<file path="src/common/utcc_defs.vh">
// Register offsets, field positions, reset values and timing constants of the capture/compare timer
`ifndef UTCC_DEFS_VH
`define UTCC_DEFS_VH
// ----------------------------------------
// Register byte offsets
// ----------------------------------------
`define UTCC_OFS_CONTROL_ONE 8'h00
`define UTCC_OFS_CHAN_CTRL 8'h04
`define UTCC_OFS_IRQ_ENABLE 8'h0C
`define UTCC_OFS_STATUS 8'h10
`define UTCC_OFS_EVENT_GEN 8'h14
`define UTCC_OFS_COUNTER 8'h24
`define UTCC_OFS_PRESCALE 8'h28
`define UTCC_OFS_RELOAD 8'h2C
`define UTCC_OFS_CAPCMP 8'h34
// ----------------------------------------
// control_one fields
// ----------------------------------------
`define UTCC_CR_CEN 0
`define UTCC_CR_UPDATE_SUPPRESS 1
`define UTCC_CR_URS 2
`define UTCC_CR_RELOAD_BUFFER_ENABLE 7
`define UTCC_CR_CKD_LO 8
`define UTCC_CR_CKD_HI 9
// ----------------------------------------
// Channel control fields
// ----------------------------------------
`define UTCC_CH_DIR_LO 0
`define UTCC_CH_DIR_HI 1
`define UTCC_CH_PSC_LO 2
`define UTCC_CH_PSC_HI 3
`define UTCC_CH_FLT_LO 4
`define UTCC_CH_FLT_HI 7
`define UTCC_CH_MODE_LO 8
`define UTCC_CH_MODE_HI 11
`define UTCC_CH_CCE 12
`define UTCC_CH_POLA 13
`define UTCC_CH_POLB 14
// ----------------------------------------
// Status / event / enable bits
// ----------------------------------------
`define UTCC_SR_UIF 0
`define UTCC_SR_CCIF 1
`define UTCC_SR_CCOF 9
`define UTCC_EG_UG 0
`define UTCC_EG_CCG 1
`define UTCC_IE_CCIE 1
// ----------------------------------------
// Encodings, reset values, timing
// ----------------------------------------
`define UTCC_DIR_OUTPUT 2'h0
`define UTCC_MODE_FORCE_LOW 4'h4
`define UTCC_MODE_FORCE_HIGH 4'h5
`define UTCC_FLT_N8 4'h3
`define UTCC_FLT_N8_COUNT 4'h8
`define UTCC_RELOAD_RESET 16'hFFFF
`define UTCC_CEN_DELAY_CYCLES 1
`endif

</file>
<file path="src/core/utcc_timer.v">
// Up-counting timer with one capture/compare channel and a plain register port
//
// Chosen here: the address map and the address-and-strobe port.
`include "utcc_defs.vh"

// Functional notes
// - 16-bit up-counter paired with an auto-reload limit register.
// - Counter, prescaler and reload readable and writable at any time.
// - Reload accesses hit preload; shadow follows it or loads at update when buffered.
// - Overflow makes an update unless suppressed; update-generate bit requests one too.
// - Counter steps on prescaler tick only while enabled, one cycle after enable.
// - 16-bit prescaler divides by 1 to 65536; new ratio applies at update.
// - Counter runs zero to active reload, wraps to zero, signals overflow.
// - With suppress set, no update occurs; prescaler buffer and buffered reload shadow keep their values.
// - Software update while suppressed still restarts counter and prescaler, ratio kept.
// - With source select set, software update does not set update flag.
// - Update loads reload shadow, prescaler buffer and sets flag per source select.
// - Software sees capture/compare preload; capture fills shadow, compare uses shadow.
// - Input sampled, filtered, edge-selected and prescaled before triggering capture.
// - Qualified edge latches counter into capture register and sets channel flag.
// - Capture while channel flag still set raises the overcapture flag.
// - Channel flag clears by zero write or data read; overcapture only by zero write.
// - Nonzero direction makes channel input and capture register read-only.
// - Filter 0011 accepts a level after 8 consecutive equal samples.
// - Polarity 00 captures rising edges; prescale 00 every edge; needs capture enable.
// - Channel event-generate bit raises a software capture request.
// - Mode 0101 forces reference high, 0100 low; output inverted for active low.
// - While forced, compare against counter still sets channel flag and request.
// - Filter sample period is 1, 2 or 4 clocks for divider 00, 01, 10.
module utcc_timer (
  input wire clk, // 250 MHz timer clock
  input wire rst_n, // Synchronous reset, active low
  input wire [7:0] reg_addr, // Register byte address
  input wire [31:0] reg_wdata, // Write data
  input wire reg_wr, // Write strobe
  input wire reg_rd, // Read strobe
  output reg [31:0] reg_rdata, // Read data, valid the cycle after reg_rd
  input wire capture_pin, // Asynchronous capture input
  output reg channel_output, // Compare output after polarity
  output reg update_event, // One-cycle pulse on each update
  output reg channel_irq // Channel request level: flag and enable
);

  // ----------------------------------------
  // Registers
  // ----------------------------------------
  reg [15:0] control_one;
  reg [14:0] chan_ctrl;
  reg [1:0] irq_enable;
  reg update_flag;
  reg channel_event_flag;
  reg overcapture_flag;
  reg [15:0] counter_value;
  reg [15:0] prescale_divider;
  reg [15:0] prescale_buffer;
  reg [15:0] prescale_count;
  reg [15:0] reload_limit;
  reg [15:0] reload_shadow;
  reg [15:0] capcmp_preload;
  reg [15:0] capcmp_shadow;
  reg count_run;
  reg pin_meta;
  reg pin_sync;
  reg [1:0] sample_div;
  reg [3:0] flt_count;
  reg filtered_input;
  reg filtered_prev;
  reg [2:0] capture_div;
  reg compare_reference;

  wire update_suppress = control_one[`UTCC_CR_UPDATE_SUPPRESS];
  wire update_source_select = control_one[`UTCC_CR_URS];
  wire reload_buffer_enable = control_one[`UTCC_CR_RELOAD_BUFFER_ENABLE];
  wire [1:0] sample_clock_divider = control_one[`UTCC_CR_CKD_HI:`UTCC_CR_CKD_LO];
  wire [1:0] channel_direction_select = chan_ctrl[`UTCC_CH_DIR_HI:`UTCC_CH_DIR_LO];
  wire [1:0] input_prescale_sel = chan_ctrl[`UTCC_CH_PSC_HI:`UTCC_CH_PSC_LO];
  wire [3:0] input_filter_sel = chan_ctrl[`UTCC_CH_FLT_HI:`UTCC_CH_FLT_LO];
  wire [3:0] compare_mode_sel = chan_ctrl[`UTCC_CH_MODE_HI:`UTCC_CH_MODE_LO];
  wire capture_enable = chan_ctrl[`UTCC_CH_CCE];
  wire edge_polarity_a = chan_ctrl[`UTCC_CH_POLA];
  wire edge_polarity_b = chan_ctrl[`UTCC_CH_POLB];
  wire is_input = channel_direction_select != `UTCC_DIR_OUTPUT;

  // ----------------------------------------
  // Helpers
  // ----------------------------------------
  // Filter length in samples; other filter codes fall back to a single sample
  function [3:0] flt_len;
    input [3:0] sel;
    begin
      if (sel == `UTCC_FLT_N8)
        flt_len = `UTCC_FLT_N8_COUNT;
      else
        flt_len = 4'h1;
    end
  endfunction

  // Edges needed per capture: 1, 2, 4 or 8
  function [2:0] psc_last;
    input [1:0] sel;
    begin
      case (sel)
        2'h0: psc_last = 3'h0;
        2'h1: psc_last = 3'h1;
        2'h2: psc_last = 3'h3;
        default: psc_last = 3'h7;
      endcase
    end
  endfunction

  // ----------------------------------------
  // Time base
  // ----------------------------------------
  // count_run lags the enable bit by one clock, so the first tick comes a cycle after the write
  wire count_tick = count_run && prescale_count == prescale_buffer;
  wire overflow = count_tick && counter_value >= reload_shadow;
  wire ug_write = reg_wr && reg_addr == `UTCC_OFS_EVENT_GEN && reg_wdata[`UTCC_EG_UG];
  wire next_update = (overflow || ug_write) && !update_suppress;
  wire restart = ug_write;

  // ----------------------------------------
  // Input stage
  // ----------------------------------------
  wire sample_en = sample_div == 2'h0;
  wire [1:0] div_last = sample_clock_divider == 2'h1 ? 2'h1 : (sample_clock_divider == 2'h2 ? 2'h3 : 2'h0);
  // Both polarity bits set selects either edge
  wire rise = filtered_input && !filtered_prev;
  wire fall = !filtered_input && filtered_prev;
  wire edge_qualified_input = (edge_polarity_a && edge_polarity_b) ? (rise || fall) :
                              (edge_polarity_a ? fall : rise);
  wire capture_fire = is_input && capture_enable && edge_qualified_input
                      && capture_div == psc_last(input_prescale_sel);
  wire ccg_write = reg_wr && reg_addr == `UTCC_OFS_EVENT_GEN && reg_wdata[`UTCC_EG_CCG];
  wire compare_hit = !is_input && count_tick && counter_value == capcmp_shadow;
  wire chan_set = capture_fire || ccg_write || compare_hit;
  wire sr_write = reg_wr && reg_addr == `UTCC_OFS_STATUS;
  wire ccr_read = reg_rd && reg_addr == `UTCC_OFS_CAPCMP;

  // ----------------------------------------
  // Control registers
  // ----------------------------------------
  always @(posedge clk)
  begin
    if (!rst_n)
    begin
      control_one <= 16'h0000;
      chan_ctrl <= 15'h0000;
      irq_enable <= 2'h0;
      prescale_divider <= 16'h0000;
      reload_limit <= `UTCC_RELOAD_RESET;
      count_run <= 1'b0;
      update_event <= 1'b0;
    end
    else
    begin
      count_run <= control_one[`UTCC_CR_CEN];
      update_event <= next_update;
      if (reg_wr)
      begin
        // Unused control_one bits are masked so they always read zero
        case (reg_addr)
          `UTCC_OFS_CONTROL_ONE: control_one <= reg_wdata[15:0] & 16'h0387;
          `UTCC_OFS_CHAN_CTRL: chan_ctrl <= reg_wdata[14:0];
          `UTCC_OFS_IRQ_ENABLE: irq_enable <= reg_wdata[1:0];
          `UTCC_OFS_PRESCALE: prescale_divider <= reg_wdata[15:0];
          `UTCC_OFS_RELOAD: reload_limit <= reg_wdata[15:0];
          default: ;
        endcase
      end
    end
  end

  // ----------------------------------------
  // Prescaler and counter
  // ----------------------------------------
  always @(posedge clk)
  begin
    if (!rst_n)
    begin
      prescale_count <= 16'h0000;
      counter_value <= 16'h0000;
    end
    else
    begin
      // A counter write beats restart and wrap, so software reads back what it wrote
      if (restart || count_tick)
        prescale_count <= 16'h0000;
      else if (count_run)
        prescale_count <= prescale_count + 16'h0001;
      if (reg_wr && reg_addr == `UTCC_OFS_COUNTER)
        counter_value <= reg_wdata[15:0];
      else if (restart || overflow)
        counter_value <= 16'h0000;
      else if (count_tick)
        counter_value <= counter_value + 16'h0001;
    end
  end

  // ----------------------------------------
  // Time base shadows
  // ----------------------------------------
  always @(posedge clk)
  begin
    if (!rst_n)
    begin
      prescale_buffer <= 16'h0000;
      reload_shadow <= `UTCC_RELOAD_RESET;
    end
    else
    begin
      // The ratio only moves at an update, so a running period is never cut short
      if (next_update)
        prescale_buffer <= prescale_divider;
      if (!reload_buffer_enable)
        reload_shadow <= reload_limit;
      else if (next_update)
        reload_shadow <= reload_limit;
    end
  end

  // ----------------------------------------
  // Capture/compare preload and shadow
  // ----------------------------------------
  always @(posedge clk)
  begin
    if (!rst_n)
    begin
      capcmp_preload <= 16'h0000;
      capcmp_shadow <= 16'h0000;
    end
    else
    begin
      // Read-only as an input, so a stray write cannot spoil a captured value
      if (!is_input)
      begin
        capcmp_shadow <= capcmp_preload;
        if (reg_wr && reg_addr == `UTCC_OFS_CAPCMP)
          capcmp_preload <= reg_wdata[15:0];
      end
      else if (capture_fire)
      begin
        capcmp_shadow <= counter_value;
        capcmp_preload <= counter_value;
      end
    end
  end

  // ----------------------------------------
  // Update flag
  // ----------------------------------------
  always @(posedge clk)
  begin
    if (!rst_n)
    begin
      update_flag <= 1'b0;
    end
    else
    begin
      // A set in the same cycle as a clear wins
      if (next_update && !(ug_write && update_source_select))
        update_flag <= 1'b1;
      else if (sr_write && !reg_wdata[`UTCC_SR_UIF])
        update_flag <= 1'b0;
    end
  end

  // ----------------------------------------
  // Channel flags
  // ----------------------------------------
  always @(posedge clk)
  begin
    if (!rst_n)
    begin
      channel_event_flag <= 1'b0;
      overcapture_flag <= 1'b0;
    end
    else
    begin
      // Set wins over a clear, so an event never slips past a read of the data
      if (chan_set)
        channel_event_flag <= 1'b1;
      else if ((sr_write && !reg_wdata[`UTCC_SR_CCIF]) || ccr_read)
        channel_event_flag <= 1'b0;
      if (capture_fire && channel_event_flag)
        overcapture_flag <= 1'b1;
      else if (sr_write && !reg_wdata[`UTCC_SR_CCOF])
        overcapture_flag <= 1'b0;
    end
  end

  // ----------------------------------------
  // Capture input: synchroniser, filter, edge and prescaler
  // ----------------------------------------
  always @(posedge clk)
  begin
    if (!rst_n)
    begin
      pin_meta <= 1'b0;
      pin_sync <= 1'b0;
      sample_div <= 2'h0;
      flt_count <= 4'h0;
      filtered_input <= 1'b0;
      filtered_prev <= 1'b0;
      capture_div <= 3'h0;
    end
    else
    begin
      pin_meta <= capture_pin;
      pin_sync <= pin_meta;
      sample_div <= (sample_div >= div_last) ? 2'h0 : sample_div + 2'h1;
      filtered_prev <= filtered_input;
      if (sample_en)
      begin
        // Count samples at the new level; a bounce back restarts the run
        if (pin_sync == filtered_input)
          flt_count <= 4'h0;
        else if (flt_count + 4'h1 >= flt_len(input_filter_sel))
        begin
          filtered_input <= pin_sync;
          flt_count <= 4'h0;
        end
        else
          flt_count <= flt_count + 4'h1;
      end
      if (!is_input || !capture_enable)
        capture_div <= 3'h0;
      else if (edge_qualified_input)
        capture_div <= capture_fire ? 3'h0 : capture_div + 3'h1;
    end
  end

  // ----------------------------------------
  // Output stage and read port
  // ----------------------------------------
  always @(posedge clk)
  begin
    if (!rst_n)
    begin
      compare_reference <= 1'b0;
      channel_output <= 1'b0;
      channel_irq <= 1'b0;
      reg_rdata <= 32'h00000000;
    end
    else
    begin
      // Other compare modes are outside this block and hold the reference
      if (compare_mode_sel == `UTCC_MODE_FORCE_HIGH)
        compare_reference <= 1'b1;
      else if (compare_mode_sel == `UTCC_MODE_FORCE_LOW)
        compare_reference <= 1'b0;
      channel_output <= compare_reference ^ edge_polarity_a;
      channel_irq <= channel_event_flag && irq_enable[`UTCC_IE_CCIE];
      reg_rdata <= 32'h00000000;
      if (reg_rd)
      begin
        case (reg_addr)
          `UTCC_OFS_CONTROL_ONE: reg_rdata <= {16'h0000, control_one};
          `UTCC_OFS_CHAN_CTRL: reg_rdata <= {17'h00000, chan_ctrl};
          `UTCC_OFS_IRQ_ENABLE: reg_rdata <= {30'h00000000, irq_enable};
          `UTCC_OFS_STATUS: reg_rdata <= {22'h000000, overcapture_flag, 7'h00, channel_event_flag, update_flag};
          `UTCC_OFS_COUNTER: reg_rdata <= {16'h0000, counter_value};
          `UTCC_OFS_PRESCALE: reg_rdata <= {16'h0000, prescale_divider};
          `UTCC_OFS_RELOAD: reg_rdata <= {16'h0000, reload_limit};
          `UTCC_OFS_CAPCMP: reg_rdata <= {16'h0000, capcmp_preload};
          default: reg_rdata <= 32'h00000000;
        endcase
      end
    end
  end

endmodule // utcc_timer

</file>
<file path="config.mk">
export PLATFORM = sky130hd
export DESIGN_NAME = utcc_timer
export DESIGN_NICKNAME = d
export VERILOG_FILES = /design/src/core/utcc_timer.v
export VERILOG_INCLUDE_DIRS = /design/src /design/src/common
export SDC_FILE = /design/constraint.sdc
export NUM_CORES = 1
export LEC_CHECK = 0
export BUFFER_PORTS_ARGS = -buffer_cell sky130_fd_sc_hd__buf_2
export CAP_MARGIN = 20
export CORE_MARGIN = 4
export CORE_UTILIZATION = 45
export CTS_CLUSTER_SIZE = 20
export DETAILED_ROUTE_END_ITERATION = 10
export PLACE_DENSITY = 0.66
export SLEW_MARGIN = 20
export SYNTH_ARGS = -nofsm -noshare
export SYNTH_HDL_FRONTEND = slang
export SYNTH_SLANG_ARGS = --single-unit
</file>
<file path="constraint.sdc">
create_clock -name clk -period 3.2 [get_ports clk]
set_input_delay 0.64 -clock clk [delete_from_list [all_inputs] [get_ports clk]]
set_output_delay 0.64 -clock clk [all_outputs]
set_load 0.02 [all_outputs]
</file>
==> metrics.md <==
| Metric | Value |
|---|---|
| Clock root cell | `clkbuf_16` |
| Fmax | `between 300 and 400 MHz` |
| Synth async-reset ratio | `0%` |
| Register bit total from synthesis | `approximately 190` |
| Post-Synthesis Cells | `1111` |
| Type of element capturing the critical path | `register` |
| RSZ-0062 raised after global routing | `no` |
| Most frequent cell after synthesis | `dfxtp_1` |
| Slew of the pin with the lowest slew margin | `approximately 0.86 ns` |
| Via count | `roughly 8400` |
| XOR/XNOR share of the synthesized area | `under 10%` |
| Peak VDD IR | `about 0.38 mV` |
| Critical setup path kind | `register to register` |
| DRC | `0` |
| Gate power share | `4.6%` |
| Top_reg_cell synth | `dfxtp_1` |
| Part of the Yosys area used for sequential elements | `about two fifths` |
| NetSw | `about 1.1 mW` |
| Nets | `1205` |
| Final GP Congestion | `0.888` |
| Fin crit share | `between 80% and 90%` |
| LEAKAGE | `3.86 nW` |
| Gr usage total | `around a quarter` |
| Die X-Extent | `152 um` |
| CTS Hold Buffers Added | `0` |
| Via/cell ratio | `between 5 and 6` |
| Startpoint types | `register` |
| IO Pins | `80` |
| Critical Path RT | `3.52 ns` |
| I/O Buffers | `47` |
| PwrDens | `around 450 nW/um2` |
| Crit-path max cell delay | `around 0.52 ns` |
| Crit path max fanout | `16` |
| Post-synthesis mux area share | `3.77%` |
| Top cells by area, synth | `dfxtp_1, nand2_1, a21oi_1` |
| Layout Skew | `between 0.01 and 0.015 ns` |
| Initial Util | `45.8%` |
| Slowest-stage cell, CP | `or2_1` |
| Top-area cell type share of the netlist area | `approximately 40%` |
| Post-CTS setup buffers | `0` |
| Clock-pin slew on the worst setup and hold paths | `about 0.07 ns` |
| Number of synthesized flops with an enable pin | `0` |
| Commonest cells post-synth | `dfxtp_1, nand2_1, a21oi_1` |
| CTS max path bufs | `2` |
| Fillcell total | `around 2000` |
| H-tree depth | `4` |
| Largest net degree at the start of global routing | `80` |
| Largest family of logic cells by synthesized area | `compound AO/OA/AOI/OAI gates` |
| Worst path cell trace | `ha_1 > nand4_1 > or3_1 > o311ai_2 > or2_1 > o41ai_1 > a211o_1` |
| Routed Wire Length | `roughly 28000 um` |
| Post-route ant nets | `0` |
| Clk Latency, worst-skew pair | `between 0.4 and 0.5 ns` |
| Full die area | `roughly 23000 um2` |
| Share of post-route cells with drive strength above 1 | `between 10 and 15%` |
| Final min period | `about 2.7 ns` |
| Core area | `a little over 20000 um2` |
| Initial antenna violation count | `0` |
| Mapped Area | `around 9300 um2` |
| GR Overflow Total | `0` |
| Max-Slew Margin vs Limit | `a little over two fifths` |
| Per-cell routed wire length | `19.9 um` |
| CTS tree | `yes` |
| Post-synthesis compound-gate area fraction | `between 10% and 20%` |
| Worst Path Arrival | `~3.0 ns` |
| Fin. max-slew vios | `0` |
| Avg Synthesized Cell Area | `8.37 um2` |
| Final setup vio count | `0` |
| Detailed Place HPWL | `19400 um` |
| Post-synth top area cell | `dfxtp_1` |
| Core Util, Final | `51.5%` |
| Status | `complete, no violations` |
| Cts repair resizes | `0` |
| Antenna Cells | `0` |
| Cell variety after synth | `63` |
| Global-route wire length before repair | `approximately 44000 um` |
| Simple-gate area share of the yosys netlist | `19.7%` |
| Sequential fraction of design power | `between 50 and 60%` |
| HP Class | `input pin to register` |
| Chip height | `about 150 um` |
| Clock power share | `45.1%` |
| Vias in the first global route | `around 7600` |
| Max Cap Violations | `0` |
| Int Pwr | `~3.6 mW` |
| Initial drt markers | `921` |
| CTS sink count | `188` |
| Row Count | `52` |
| Post-synthesis adder-cell area fraction | `around 3.8%` |
| Hold violation total from the final report | `0` |
| Switching share of total power | `23.8%` |
| Area growth syn-to-layout | `12.4%` |
| Yosys warnings | `0` |
| Setup TNS | `0 ns` |
| TritonCTS Buffers | `17` |
| Drt first pass iters | `6` |
==> cell type report <==
type                       count  area, um2  area share (%)
tap                          270        338            3.23
clock buffer                  18        439            4.20
multi-input combinational    782       4940            47.3
clock inverter                12        136            1.30
inverter                      49        184            1.76
timing repair buffer          94        653            6.24
sequential                   188       3760            36.0
==> sequential cells by signal, indices dropped and copies added (netlist names), 2 cells and up <==
register and cells:
capcmp_shadow 16, flt_count 4, sample_div 2, counter_value 16, prescale_buffer 16, reload_shadow 16
prescale_count 16, reload_limit 16, irq_enable 2, chan_ctrl 15, capcmp_preload 16, control_one 6
reg_rdata 16, capture_div 3, prescale_divider 16
==> worst max-delay path, delay by kind of cell (launching register included) <==
| family | cells | cell delay (ns) |
|---|---|---|
| AOI/OAI and AO/OA | 3 | 0.76 |
| adders and majority gates | 1 | 0.33 |
| and+or+nand+nor | 3 | 1.09 |
| DFF | 1 | 0.42 |
==> final timing paths <==
path | startpoint | end | slack, ns | cells past startpoint
setup / recovery | counter_value[12] | counter_value[13] | 0.48 | 7
hold / removal | capture_pin | pin_meta | 0.40 | 2
setup reg to reg | counter_value[12] | counter_value[13] | 0.48 | 7
hold reg to reg | sample_div[0] | sample_div[0] | 0.42 | 1
==> layout by cell type (no fill, tap or decap), types with 15 or more instances in the layout <==
| cell type | synthesis | layout |
|---|---|---|
| dfxtp_1 | 188 | 188 |
| nand4_1 | 22 | 22 |
| o211ai_1 | 42 | 42 |
| o21ai_0 | 29 | 29 |
| buf_4 | 17 | 43 |
| a21oi_1 | 86 | 86 |
| a311oi_1 | 16 | 15 |
| mux2i_1 | 35 | 35 |
| buf_2 | 16 | 46 |
| nor2_1 | 63 | 62 |
| ha_1 | 28 | 28 |
| a222oi_1 | 19 | 19 |
| clkbuf_16 | 0 | 17 |
| nand3_1 | 37 | 37 |
| conb_1 | 1 | 16 |
| o311ai_0 | 17 | 17 |
| inv_1 | 48 | 48 |
| xnor2_1 | 49 | 49 |
| nand2_1 | 180 | 180 |
==> per-stage QoR <==
step / cells / cell area, um2 / worst slack (ns) / hold slack [ns] / total power [mW]
floorplan: 1126 / 9360 / 0.533 / 0.398 / 2.54
global placement: 1383 / 9880 / 0.337 / 0.406 / 2.63
detailed placement: 1383 / 9880 / 0.300 / 0.415 / 2.63
CTS: 1413 / 10500 / 0.471 / 0.390 / 4.72
global route: 1413 / 10500 / 0.305 / 0.420 / 4.83
finish: 1413 / 10500 / 0.484 / 0.404 / 4.70
==> per-layer routing <==
metal / up-vias / wire length (um) / track usage, % / share of wire, %
li1: 3992 / - / - / -
met1: 4009 / 12000 / 33.3 / 43
met2: 364 / 12900 / 38.8 / 46
met3: 64 / 2140 / 4.19 / 7.6
met4: 0 / 1120 / 11.2 / 4.0
met5: - / 0 / 0 / 0
==> power groups by stage <==
| stage | clock, mW | combinational, mW | sequential, mW |
|---|---|---|---|
| CTS | 2.15 | 0.214 | 2.36 |
| global placement | 0 | 0.211 | 2.41 |
| finish | 2.12 | 0.216 | 2.36 |
| floorplan | 0 | 0.134 | 2.41 |
| detailed placement | 0 | 0.214 | 2.41 |
| global route | 2.24 | 0.232 | 2.36 |
==> cell families (layout without fill, tap and decap cells) <==
kind of cell	after synthesis	in the layout
buffers and inverters	156	173
multiplexers	35	35
AO/OA/AOI/OAI	264	264
XOR/XNOR	55	55
flip-flops	188	188
other	1	16
adder cells (fa/ha/maj)	28	28
AND/OR/NAND/NOR	384	384
Note: power is estimated with default switching activity, not from simulation.
